[config.mk]
export PLATFORM = sky130hd
export DESIGN_NAME = pcir_regs
export DESIGN_NICKNAME = d
export VERILOG_FILES = /design/src/hw/pcir_pkg.sv /design/src/hw/pcir_regs.sv
export SDC_FILE = /design/constraint.sdc
export NUM_CORES = 1
export LEC_CHECK = 0
export BUFFER_PORTS_ARGS = -buffer_cell sky130_fd_sc_hd__buf_2
export CAP_MARGIN = 20
export CORE_MARGIN = 1
export CORE_UTILIZATION = 25
export DETAILED_ROUTE_END_ITERATION = 10
export GPL_TIMING_DRIVEN = 1
export SYNTH_ARGS = -nofsm -noshare
export SYNTH_HDL_FRONTEND = slang
export SYNTH_SLANG_ARGS = --single-unit
[constraint.sdc]
create_clock -name ref_clk -period 3.1 [get_ports ref_clk]
set_input_delay 0.93 -clock ref_clk [delete_from_list [all_inputs] [get_ports ref_clk]]
set_output_delay 0.93 -clock ref_clk [all_outputs]
set_load 0.01 [all_outputs]
[src/hw/pcir_pkg.sv]
package pcir_pkg;
  // register byte offsets on apb: printed offsets 0x87 and 0xb7 are not multiples of four,
  // so each printed offset is an index and the byte address is four times it
  localparam logic [7:0]  PCIR_IDX_POWER_CTRL  = 8'h87;
  localparam logic [7:0]  PCIR_IDX_PRIO_LOW    = 8'hb8;
  localparam logic [7:0]  PCIR_IDX_PRIO_HIGH   = 8'hb7;
  localparam logic [7:0]  PCIR_IDX_IRQ_STATUS  = 8'hc0;
  localparam logic [7:0]  PCIR_IDX_IRQ_MASK    = 8'hc1;
  localparam logic [7:0]  PCIR_IDX_SER_CTRL7   = 8'hc2;
  localparam logic [11:0] PCIR_ADDR_POWER_CTRL = {2'h0, PCIR_IDX_POWER_CTRL, 2'h0};
  localparam logic [11:0] PCIR_ADDR_PRIO_LOW   = {2'h0, PCIR_IDX_PRIO_LOW, 2'h0};
  localparam logic [11:0] PCIR_ADDR_PRIO_HIGH  = {2'h0, PCIR_IDX_PRIO_HIGH, 2'h0};
  localparam logic [11:0] PCIR_ADDR_IRQ_STATUS = {2'h0, PCIR_IDX_IRQ_STATUS, 2'h0};
  localparam logic [11:0] PCIR_ADDR_IRQ_MASK   = {2'h0, PCIR_IDX_IRQ_MASK, 2'h0};
  localparam logic [11:0] PCIR_ADDR_SER_CTRL7  = {2'h0, PCIR_IDX_SER_CTRL7, 2'h0};
  // power control field positions
  localparam int PCIR_BIT_BAUD_DOUBLER   = 7;
  localparam int PCIR_BIT_FRAMING_VIEW   = 6;
  localparam int PCIR_BIT_POWER_OFF      = 4;
  localparam int PCIR_BIT_USER_FLAG_1    = 3;
  localparam int PCIR_BIT_USER_FLAG_0    = 2;
  localparam int PCIR_BIT_POWER_DOWN     = 1;
  localparam int PCIR_BIT_SLEEP          = 0;
  localparam logic [7:0] PCIR_PCTRL_WMASK = 8'hdf;
  localparam logic [7:0] PCIR_PRIO_WMASK  = 8'h3f;
  localparam logic [7:0] PCIR_PCTRL_RESET = 8'h10;
  localparam logic [7:0] PCIR_PRIO_RESET  = 8'h00;
  // irq status bit positions
  localparam int PCIR_IRQ_FRAMING  = 0;
  localparam int PCIR_IRQ_POWERDN  = 1;
  localparam int PCIR_IRQ_SLEEP    = 2;
  localparam int PCIR_IRQ_W        = 3;
  // value driven on the undefined bits; any value is legal there
  localparam logic PCIR_UNDEF_READ = 1'b0;
endpackage : pcir_pkg

[src/hw/pcir_regs.sv]
// The APB interface to the registers is this design's own decision.
module pcir_regs
  import pcir_pkg::*;
#(
  parameter int N_SRC = 6
) (
  input  wire logic              ref_clk,
  input  wire logic              rst_n,
  input  wire logic              cold_rst_n,
  input  wire logic              supply_up,
  input  wire logic              irq_taken,
  input  wire logic              stop_bit_bad,
  input  wire logic [1:0]        serial_mode,
  input  wire logic              serial_mode_bit0,
  input  wire logic              psel,
  input  wire logic              penable,
  input  wire logic              pwrite,
  input  wire logic [11:0]       paddr,
  input  wire logic [31:0]       pwdata,
  input  wire logic [3:0]        pstrb,
  output logic                   pready,
  output logic [31:0]            prdata,
  output logic                   pslverr,
  output logic                   baud_double_en,
  output logic                   framing_view_select,
  output logic                   framing_error_flag,
  output logic                   power_down_request,
  output logic                   sleep_request,
  output logic [2*N_SRC-1:0]     src_level,
  output logic                   irq
);

  if (N_SRC != 6) begin : g_bad_src
    $error("pcir_regs serves exactly six sources");
  end

  logic [7:0]          pctrl_q;
  logic                power_off_q;
  logic [7:0]          prio_low_q;
  logic [7:0]          prio_high_q;
  logic                fe_q;
  logic [PCIR_IRQ_W-1:0] irq_stat_q;
  logic [PCIR_IRQ_W-1:0] irq_mask_q;
  logic [7:0]          rdata_d;
  logic                hit;

  wire wr_en = psel && penable && pwrite && pstrb[0];
  // read data is latched in the setup cycle so the access phase needs no wait
  wire rd_setup = psel && !penable && !pwrite;

  function automatic logic is_reg(input logic [11:0] a, input logic [11:0] r);
    return a == r;
  endfunction : is_reg

  wire wr_pctrl = wr_en && is_reg(paddr, PCIR_ADDR_POWER_CTRL);
  wire wr_low   = wr_en && is_reg(paddr, PCIR_ADDR_PRIO_LOW);
  wire wr_high  = wr_en && is_reg(paddr, PCIR_ADDR_PRIO_HIGH);
  wire wr_stat  = wr_en && is_reg(paddr, PCIR_ADDR_IRQ_STATUS);
  wire wr_mask  = wr_en && is_reg(paddr, PCIR_ADDR_IRQ_MASK);
  wire wr_ser7  = wr_en && is_reg(paddr, PCIR_ADDR_SER_CTRL7);
  wire [7:0] wd = pwdata[7:0];

  ////////////////////////////////////////////////////////////////////////////
  // power control bits other than the power-off flag, on warm reset
  always_ff @(posedge ref_clk or negedge rst_n) begin
    if (!rst_n) begin
      pctrl_q <= PCIR_PCTRL_RESET & ~(8'h01 << PCIR_BIT_POWER_OFF);
    end else begin
      if (wr_pctrl) begin
        pctrl_q <= wd & PCIR_PCTRL_WMASK & ~(8'h01 << PCIR_BIT_POWER_OFF);
      end
      // wake on interrupt beats a same-cycle write of the sleep bit
      if (irq_taken) begin
        pctrl_q[PCIR_BIT_SLEEP] <= 1'b0;
      end
    end
  end

  // power-off flag lives on the cold reset only so warm resets keep it
  always_ff @(posedge ref_clk or negedge cold_rst_n) begin
    if (!cold_rst_n) begin
      power_off_q <= 1'b1;
    end else if (supply_up) begin
      power_off_q <= 1'b1;
    end else if (wr_pctrl) begin
      power_off_q <= wd[PCIR_BIT_POWER_OFF];
    end
  end

  ////////////////////////////////////////////////////////////////////////////
  // priority registers, six valid bits each
  always_ff @(posedge ref_clk or negedge rst_n) begin
    if (!rst_n) begin
      prio_low_q  <= PCIR_PRIO_RESET;
      prio_high_q <= PCIR_PRIO_RESET;
    end else begin
      if (wr_low)  prio_low_q  <= wd & PCIR_PRIO_WMASK;
      if (wr_high) prio_high_q <= wd & PCIR_PRIO_WMASK;
    end
  end

  // level {high,low}: numeric order puts 10 above 01
  always_comb begin
    for (int i = 0; i < N_SRC; i++) begin
      src_level[2*i+:2] = {prio_high_q[i], prio_low_q[i]};
    end
  end

  ////////////////////////////////////////////////////////////////////////////
  // framing error flag: set wins over software clear
  always_ff @(posedge ref_clk or negedge rst_n) begin
    if (!rst_n) begin
      fe_q <= 1'b0;
    end else if (stop_bit_bad) begin
      fe_q <= 1'b1;
    end else if (wr_ser7 && pctrl_q[PCIR_BIT_FRAMING_VIEW] && !wd[7]) begin
      fe_q <= 1'b0;
    end
  end

  ////////////////////////////////////////////////////////////////////////////
  // sticky interrupt status, write one to clear, event wins
  wire [PCIR_IRQ_W-1:0] evt = {pctrl_q[PCIR_BIT_SLEEP] && irq_taken,
                               wr_pctrl && wd[PCIR_BIT_POWER_DOWN],
                               stop_bit_bad};
  always_ff @(posedge ref_clk or negedge rst_n) begin
    if (!rst_n) begin
      irq_stat_q <= '0;
      irq_mask_q <= '0;
    end else begin
      irq_stat_q <= (irq_stat_q & ~(wr_stat ? wd[PCIR_IRQ_W-1:0] : '0)) | evt;
      if (wr_mask) irq_mask_q <= wd[PCIR_IRQ_W-1:0];
    end
  end
  assign irq = |(irq_stat_q & irq_mask_q);

  ////////////////////////////////////////////////////////////////////////////
  // read mux; bit 7 view follows the select
  always_comb begin
    rdata_d = 8'h00;
    hit     = 1'b1;
    case (paddr)
      PCIR_ADDR_POWER_CTRL: begin
        rdata_d = pctrl_q;
        rdata_d[PCIR_BIT_POWER_OFF] = power_off_q;
        rdata_d[5] = PCIR_UNDEF_READ;
      end
      PCIR_ADDR_PRIO_LOW:   rdata_d = {PCIR_UNDEF_READ, PCIR_UNDEF_READ, prio_low_q[5:0]};
      PCIR_ADDR_PRIO_HIGH:  rdata_d = {PCIR_UNDEF_READ, PCIR_UNDEF_READ, prio_high_q[5:0]};
      PCIR_ADDR_IRQ_STATUS: rdata_d = {5'h00, irq_stat_q};
      PCIR_ADDR_IRQ_MASK:   rdata_d = {5'h00, irq_mask_q};
      PCIR_ADDR_SER_CTRL7:  rdata_d = {pctrl_q[PCIR_BIT_FRAMING_VIEW] ? fe_q : serial_mode_bit0, 7'h00};
      default: hit = 1'b0;
    endcase
  end

  // zero-wait slave; read data registered at the setup cycle
  always_ff @(posedge ref_clk or negedge rst_n) begin
    if (!rst_n) begin
      prdata <= 32'h0000_0000;
    end else if (rd_setup) begin
      prdata <= {24'h00_0000, rdata_d};
    end
  end
  assign pready  = 1'b1;
  assign pslverr = psel && penable && !hit;

  assign baud_double_en      = pctrl_q[PCIR_BIT_BAUD_DOUBLER] && (serial_mode != 2'b00);
  assign framing_view_select = pctrl_q[PCIR_BIT_FRAMING_VIEW];
  assign framing_error_flag  = fe_q;
  assign power_down_request  = pctrl_q[PCIR_BIT_POWER_DOWN];
  assign sleep_request       = pctrl_q[PCIR_BIT_SLEEP];

  ////////////////////////////////////////////////////////////////////////////
  // checks
  property p_fe_sticky;
    @(posedge ref_clk) disable iff (!rst_n) stop_bit_bad |=> fe_q;
  endproperty
  a_fe_sticky: assert property (p_fe_sticky) else $error("framing flag not set");

  property p_fe_hold;
    @(posedge ref_clk) disable iff (!rst_n) (fe_q && !wr_ser7) |=> fe_q;
  endproperty
  a_fe_hold: assert property (p_fe_hold) else $error("framing flag lost");

  property p_pof_up;
    @(posedge ref_clk) disable iff (!cold_rst_n) supply_up |=> power_off_q;
  endproperty
  a_pof_up: assert property (p_pof_up) else $error("power-off flag not set");

  property p_sleep_wake;
    @(posedge ref_clk) disable iff (!rst_n) irq_taken |=> !sleep_request;
  endproperty
  a_sleep_wake: assert property (p_sleep_wake) else $error("sleep not cleared");

  property p_pd_write;
    @(posedge ref_clk) disable iff (!rst_n) wr_pctrl |=> (power_down_request == $past(wd[1]));
  endproperty
  a_pd_write: assert property (p_pd_write) else $error("power-down bit wrong");

  property p_level;
    @(posedge ref_clk) disable iff (!rst_n) wr_high |=> (src_level[11] == $past(wd[5]));
  endproperty
  a_level: assert property (p_level) else $error("level high bit wrong");

  property p_reserved;
    @(posedge ref_clk) disable iff (!rst_n) (prio_low_q[7:6] == 2'b00) && (prio_high_q[7:6] == 2'b00);
  endproperty
  a_reserved: assert property (p_reserved) else $error("reserved bits stored");

  property p_baud;
    @(posedge ref_clk) disable iff (!rst_n) (serial_mode == 2'b00) |-> !baud_double_en;
  endproperty
  a_baud: assert property (p_baud) else $error("double rate in mode 0");

  property p_irq;
    @(posedge ref_clk) disable iff (!rst_n) (stop_bit_bad && irq_mask_q[0] && !wr_mask) |=> irq;
  endproperty
  a_irq: assert property (p_irq) else $error("irq missing");

  ////////////////////////////////////////////////////////////////////////////
  // storage and output checks: a flag must move only for the reason the rules give it, and reads, levels and double rate follow the stored bits

  // software clear of the error flag in the flag view, no new event
  property p_fe_clear;
    @(posedge ref_clk) disable iff (!rst_n)
      (wr_ser7 && framing_view_select && !wd[7] && !stop_bit_bad) |=> !framing_error_flag;
  endproperty
  a_fe_clear: assert property (p_fe_clear) else $error("framing flag not cleared");

  // warm resets, reads and idle cycles leave the power-off flag alone
  property p_pof_warm;
    @(posedge ref_clk) disable iff (!cold_rst_n) (!supply_up && !wr_pctrl) |=> $stable(power_off_q);
  endproperty
  a_pof_warm: assert property (p_pof_warm) else $error("power-off flag moved");

  // user flags take the written value
  property p_user_write;
    @(posedge ref_clk) disable iff (!rst_n)
      wr_pctrl |=> (pctrl_q[PCIR_BIT_USER_FLAG_1:PCIR_BIT_USER_FLAG_0] == $past(wd[3:2]));
  endproperty
  a_user_write: assert property (p_user_write) else $error("user flags not written");

  // nothing but a write or a warm reset changes the user flags
  property p_user_hold;
    @(posedge ref_clk) disable iff (!rst_n)
      !wr_pctrl |=> $stable(pctrl_q[PCIR_BIT_USER_FLAG_1:PCIR_BIT_USER_FLAG_0]);
  endproperty
  a_user_hold: assert property (p_user_hold) else $error("user flags changed");

  // priority bits hold between writes
  property p_prio_hold;
    @(posedge ref_clk) disable iff (!rst_n) !(wr_low || wr_high) |=> $stable({prio_high_q, prio_low_q});
  endproperty
  a_prio_hold: assert property (p_prio_hold) else $error("priority bits changed");

  // low bit of source 0 lands in the bottom of its level
  property p_level_low;
    @(posedge ref_clk) disable iff (!rst_n) wr_low |=> (src_level[0] == $past(wd[0]));
  endproperty
  a_level_low: assert property (p_level_low) else $error("level low bit wrong");

  // power-down request only rises through a register write
  property p_pd_rise;
    @(posedge ref_clk) disable iff (!rst_n) $rose(power_down_request) |-> $past(wr_pctrl);
  endproperty
  a_pd_rise: assert property (p_pd_rise) else $error("power-down set without write");

  // leaving idle on an interrupt is recorded in the status
  property p_wake_evt;
    @(posedge ref_clk) disable iff (!rst_n) (sleep_request && irq_taken) |=> irq_stat_q[PCIR_IRQ_SLEEP];
  endproperty
  a_wake_evt: assert property (p_wake_evt) else $error("wake event lost");

  // a power-down request is recorded in the status
  property p_pd_evt;
    @(posedge ref_clk) disable iff (!rst_n)
      (wr_pctrl && wd[PCIR_BIT_POWER_DOWN]) |=> irq_stat_q[PCIR_IRQ_POWERDN];
  endproperty
  a_pd_evt: assert property (p_pd_evt) else $error("power-down event lost");

  // bit 7 window shows the error flag when the view select is set
  property p_view_read;
    @(posedge ref_clk) disable iff (!rst_n)
      (rd_setup && (paddr == PCIR_ADDR_SER_CTRL7) && framing_view_select) |=> (prdata[7] == $past(fe_q));
  endproperty
  a_view_read: assert property (p_view_read) else $error("framing view read wrong");

  // double rate follows the bit outside the shift-register mode
  property p_baud_on;
    @(posedge ref_clk) disable iff (!rst_n)
      (pctrl_q[PCIR_BIT_BAUD_DOUBLER] && (serial_mode != 2'b00)) |-> baud_double_en;
  endproperty
  a_baud_on: assert property (p_baud_on) else $error("double rate missing");

  c_fe: cover property (@(posedge ref_clk) disable iff (!rst_n) stop_bit_bad ##1 fe_q);
  c_sleep: cover property (@(posedge ref_clk) disable iff (!rst_n) sleep_request ##1 irq_taken);
  c_top: cover property (@(posedge ref_clk) disable iff (!rst_n) src_level[1:0] == 2'b11);
  c_irq: cover property (@(posedge ref_clk) disable iff (!rst_n) $rose(irq));
  c_pof: cover property (@(posedge ref_clk) disable iff (!cold_rst_n) supply_up ##1 power_off_q);

endmodule : pcir_regs

[Yosys cells after proc, flatten, opt, wreduce, memory -nomap -nowiden]
Index checks and enable logic that the tools add are counted.
Widths: inputs -> output; s select.
Cells by class
  reductions and logical operators: 27
  equality and inequality tests: 6
  mux-type cells: 10
  bitwise operators: 4
Operators by type and width (count)
  $eq 12x10->1 const B: 6
  $pmux 8 s6: 1
  $logic_and 1x1->1: 17
  $mux 1: 8
  $reduce_bool 2->1: 4
  $and 3x3->3: 2
  $reduce_or 6->1: 1
  $logic_not 1->1: 4
  $mux 3: 1
  $not 3->3: 1
  $or 3x3->3: 1
  $reduce_or 3->1: 1
Storage, ports and cells
  logic and storage cells: 56
  output and inout bits: 52
  bits of input ports: 60
  flip-flop bits (word level): 34

[Logic depth before layout (Yosys ltp)]
  depth after elaboration: 8
  depth in mapped cells: 7
  depth with buffers taken out: 4

[Worst setup path before layout]
Ideal clock, no wire load.
  path type: input-to-output
  from: in paddr[1]
  to: out pslverr
  buffers on the path: 2
  path slack: -0.109 ns
  stages on the path: 6
  data required time: 2.170 ns
  arrival: 2.279 ns
  cell sequence: or2_2 > clkbuf_1 > or3_1 > buf_2 > a21oi_1 > a2111oi_0
Between the ends
  cells in the longest elaborated chain, start to end: 5
  elaborated cells between the ends (all ways): 10
  those cells by class: 6 x eq/ne; 1 x mux; 3 x reduce/logical
RTL lines
  from (decl): RTL line pcir_regs.sv:18  | input wire logic [11:0] paddr,
  $eq 12x10->1: RTL line pcir_regs.sv:142  | case (paddr)
  $reduce_or 6->1 (no line) *
  $mux 1 *: RTL line pcir_regs.sv:142
  $logic_not 1->1 *: RTL line pcir_regs.sv:166  | assign pslverr = psel && penable && !hit;
  $logic_and 1x1->1 *: RTL line pcir_regs.sv:166
  to (decl): RTL line pcir_regs.sv:23  | output logic pslverr,
Mark *: on every way between the ends. The rest lies on a longest branch, timed or not.

[Worst setup path in the final report]
  from: in paddr[10]
  to: out pslverr
Same word-level chain as after synthesis.

==> flow_summary.json <==
{
  "cp_slowest_stage_delay_ns": 0.54,
  "synth_edf_count": 0,
  "route.detailed.drc": 0,
  "status": "finished, violations left",
  "design.portCount": 112,
  "synth_xor_area_share_pct": 0,
  "grt_pass1_vias": 1428,
  "synthAdderAreaFrac_pct": 0,
  "routed_wl_mm": 4.88,
  "final_cell_count_no_fill": 346,
  "worstPathMaxFanout": 2,
  "multi_input_area_um2": 918,
  "failed_checks": "setup timing",
  "fin_ws_ns": -0.102,
  "antenna_found_initial": 0,
  "min_period_ns": 3.20,
  "final_common_cell": "buf_2",
  "path_clk_slew_ns": 0.08,
  "grt_pass1_wl_mm": 7.51,
  "slowest_stage": "or4b_4",
  "dr.pass1.iters": 4,
  "yosysSeqAreaShare_pct": 45.1,
  "tritoncts": "built",
  "hold_viol_final": 0,
  "yosys.area.top_type": "dfrtp_1",
  "finClkSkew_ns": 0.0106,
  "ys_warn_count": 0,
  "synth-compound-area-share_pct": 8.87,
  "avgSynthCellArea_um2": 10.7,
  "rsz0062_at_grt": "yes",
  "max_freq_mhz": 312,
  "post_cts_buffers": 0,
  "wl_per_cell_um": 14.1,
  "cts_max_level": 2,
  "yosys.area_share.simple_pct": 18.9,
  "peakVddDrop_uv": 155,
  "fillers": 789,
  "core_area_um2": 7290,
  "dr.max_layer_used": "met4",
  "antennaDiodeCount": 0,
  "postRouteAntennaNets": 0,
  "endpoint_kind": "output pin",
  "cp_common_cell": "buf_2",
  "powerDensity_nw_per_um2": 411,
  "reg2reg_slack_ns": 1.89,
  "cts_hold_buffers": 0,
  "gp_congestion": 0.765,
  "fp.dieH_um": 89.0,
  "wl_met2_mm": 2.19,
  "clk-insertion-delay-late_ns": 0.28,
  "initial_utilization_pct": 25.9,
  "viasPerCell": 4.47,
  "tightest_slew_ns": 0.742,
  "met3WireLength_um": 356,
  "drt_iter0_drc": 37,
  "area_growth_syn_to_layout_pct": 26.9,
  "seq_area_um2": 852,
  "clock-root-buffer": "clkbuf_8",
  "p_leak_uw": 0.00121,
  "ys_async_sr_fraction_pct": 100,
  "numCtsBuffers": 5,
  "setup_viol": 1,
  "worstPathArrival_ns": 2.27,
  "dp.cells": 338,
  "drv_cap": 0,
  "place_hpwl_mm": 3.89,
  "drive_gt1_share_pct": 44.9,
  "synth_top_family_by_area": "simple AND/OR/NAND/NOR gates",
  "min_path_type": "reg -> reg",
  "critical-path-top-delay-family": "simple AND/OR/NAND/NOR gates",
  "wl_met1_mm": 2.26,
  "clock_path_buffers": 2,
  "synth_cells": 176,
  "worst-endpoint-required_ns": 2.17,
  "crit_chain": "buf_2 > or4b_4 > or3_4 > a21oi_2 > a2111oi_2 > buf_2",
  "ys_types": 41,
  "globalRouteTotalUtil_pct": 12.9,
  "drv_slew": 0,
  "fin_crit_sh_pct": 103,
  "synthTopCellsByArea": "dfrtp_1 44%, mux2_2 12%, buf_4 9.9%, mux2i_1 3.2%, nand2_1 2.4%",
  "grt-ovfl-total": 0,
  "layout_common_cells": "59 x buf_2, 33 x dfrtp_1, 25 x conb_1",
  "die_area_um2": 7910,
  "yosys.area.top_type_share_pct": 43.7,
  "worstSetupPathType": "in -> out",
  "grt_max_degree": 34,
  "relSlewSlack_pct": 50.5,
  "cp-start-kind": "input pin",
  "die_width_um": 89.0,
  "whs_ns": 0.478,
  "num_vias": 1547,
  "cts_sinks": 34,
  "ys.flop_type": "dfrtp_1",
  "io_buffer_count": 59,
  "nets": 306,
  "synthMuxAreaShare_pct": 15.1,
  "yosys_register_bits": 34,
  "synth.cell_area_um2": 1890,
  "crit_buf_inv": 2,
  "num_rows": 31
}
## flip-flops by register name (all words and copies together) (netlist names)
register,count
framing_error_flag,1
irq_mask_q,3
irq_stat_q,3
pctrl_q,6
power_off_q,1
prdata,8
prio_high_q,6
prio_low_q,6
## cells in the mapped netlist, types with 4 or more instances
master,number
nand2b_1,4
mux2_2,20
nor2_1,12
nor4_1,5
a21oi_1,4
a31oi_1,4
dfrtp_1,33
nand4_1,4
clkbuf_1,4
nand2_1,12
mux2i_1,6
buf_4,25
## worst reg2reg max path: stages (launching register included)
cell     delay [ns]
dfrtp_1        0.44
mux2i_1        0.14
or4_1          0.40
a31oi_1        0.17
## layout make-up
cell class	instances	share of cell area (%)
clock inverters	3	1.67
well taps	99	5.16
clock buffers	5	2.87
flip-flops and latches	34	35.5
inverters	1	0.156
multi-input cells	132	38.3
repair buffers	72	16.4
## report_power, final
part	switching [µW]	internal (µW)	total (µW)
Combinational	73.8	44.8	119
Clock	166	237	402
Sequential	7.49	458	465
Total	247	739	986
## metrics by stage
step | instance area (µm²) | power, µW | utilization [%] | TNS, ns | setup WS (ns)
2_1_floorplan | 1980 | 550 | - | 0 | 0.0180
3_3_place_gp | 2280 | 592 | 31.3 | -0.150 | -0.150
3_5_place_dp | 2280 | 594 | 31.3 | -0.143 | -0.143
4_1_cts | 2400 | 1000 | 32.9 | -0.104 | -0.104
5_1_grt | 2400 | 1040 | 32.9 | -0.146 | -0.146
6_report | 2400 | 986 | 32.9 | -0.102 | -0.102
## repair_timing
item,4_1_cts,5_1_grt
setup endpoints to repair,1,1
pin swaps,0,1
gates resized for setup,2,0
cloned,0,0
## cell families (layout without fill, tap and decap cells)
group | count (synthesis) | after routing
and+or+nand+nor | 59 | 59
DFF | 34 | 34
buffers and inverters | 33 | 81
muxes | 26 | 26
AOI/OAI and AO/OA | 22 | 22
other | 2 | 25
## routing by layer
layer	track usage (%)	vias to the layer above
li1	-	734
met1	17.3	729
met2	19.9	76
met3	3.51	8
met4	4.76	0
met5	0	-
## path summary, 6_finish.rpt
path,cells past startpoint,startpoint,endpoint
setup / recovery,6,paddr[10],pslverr
hold / removal,2,prdata[6],prdata[6]
setup reg to reg,3,pctrl_q[6],prdata[7]
hold reg to reg,2,prdata[6],prdata[6]
max in group asynchronous,1,rst_n,prio_low_q[5]
min in group asynchronous,1,cold_rst_n,power_off_q
Power figures use the tool's default switching activity.
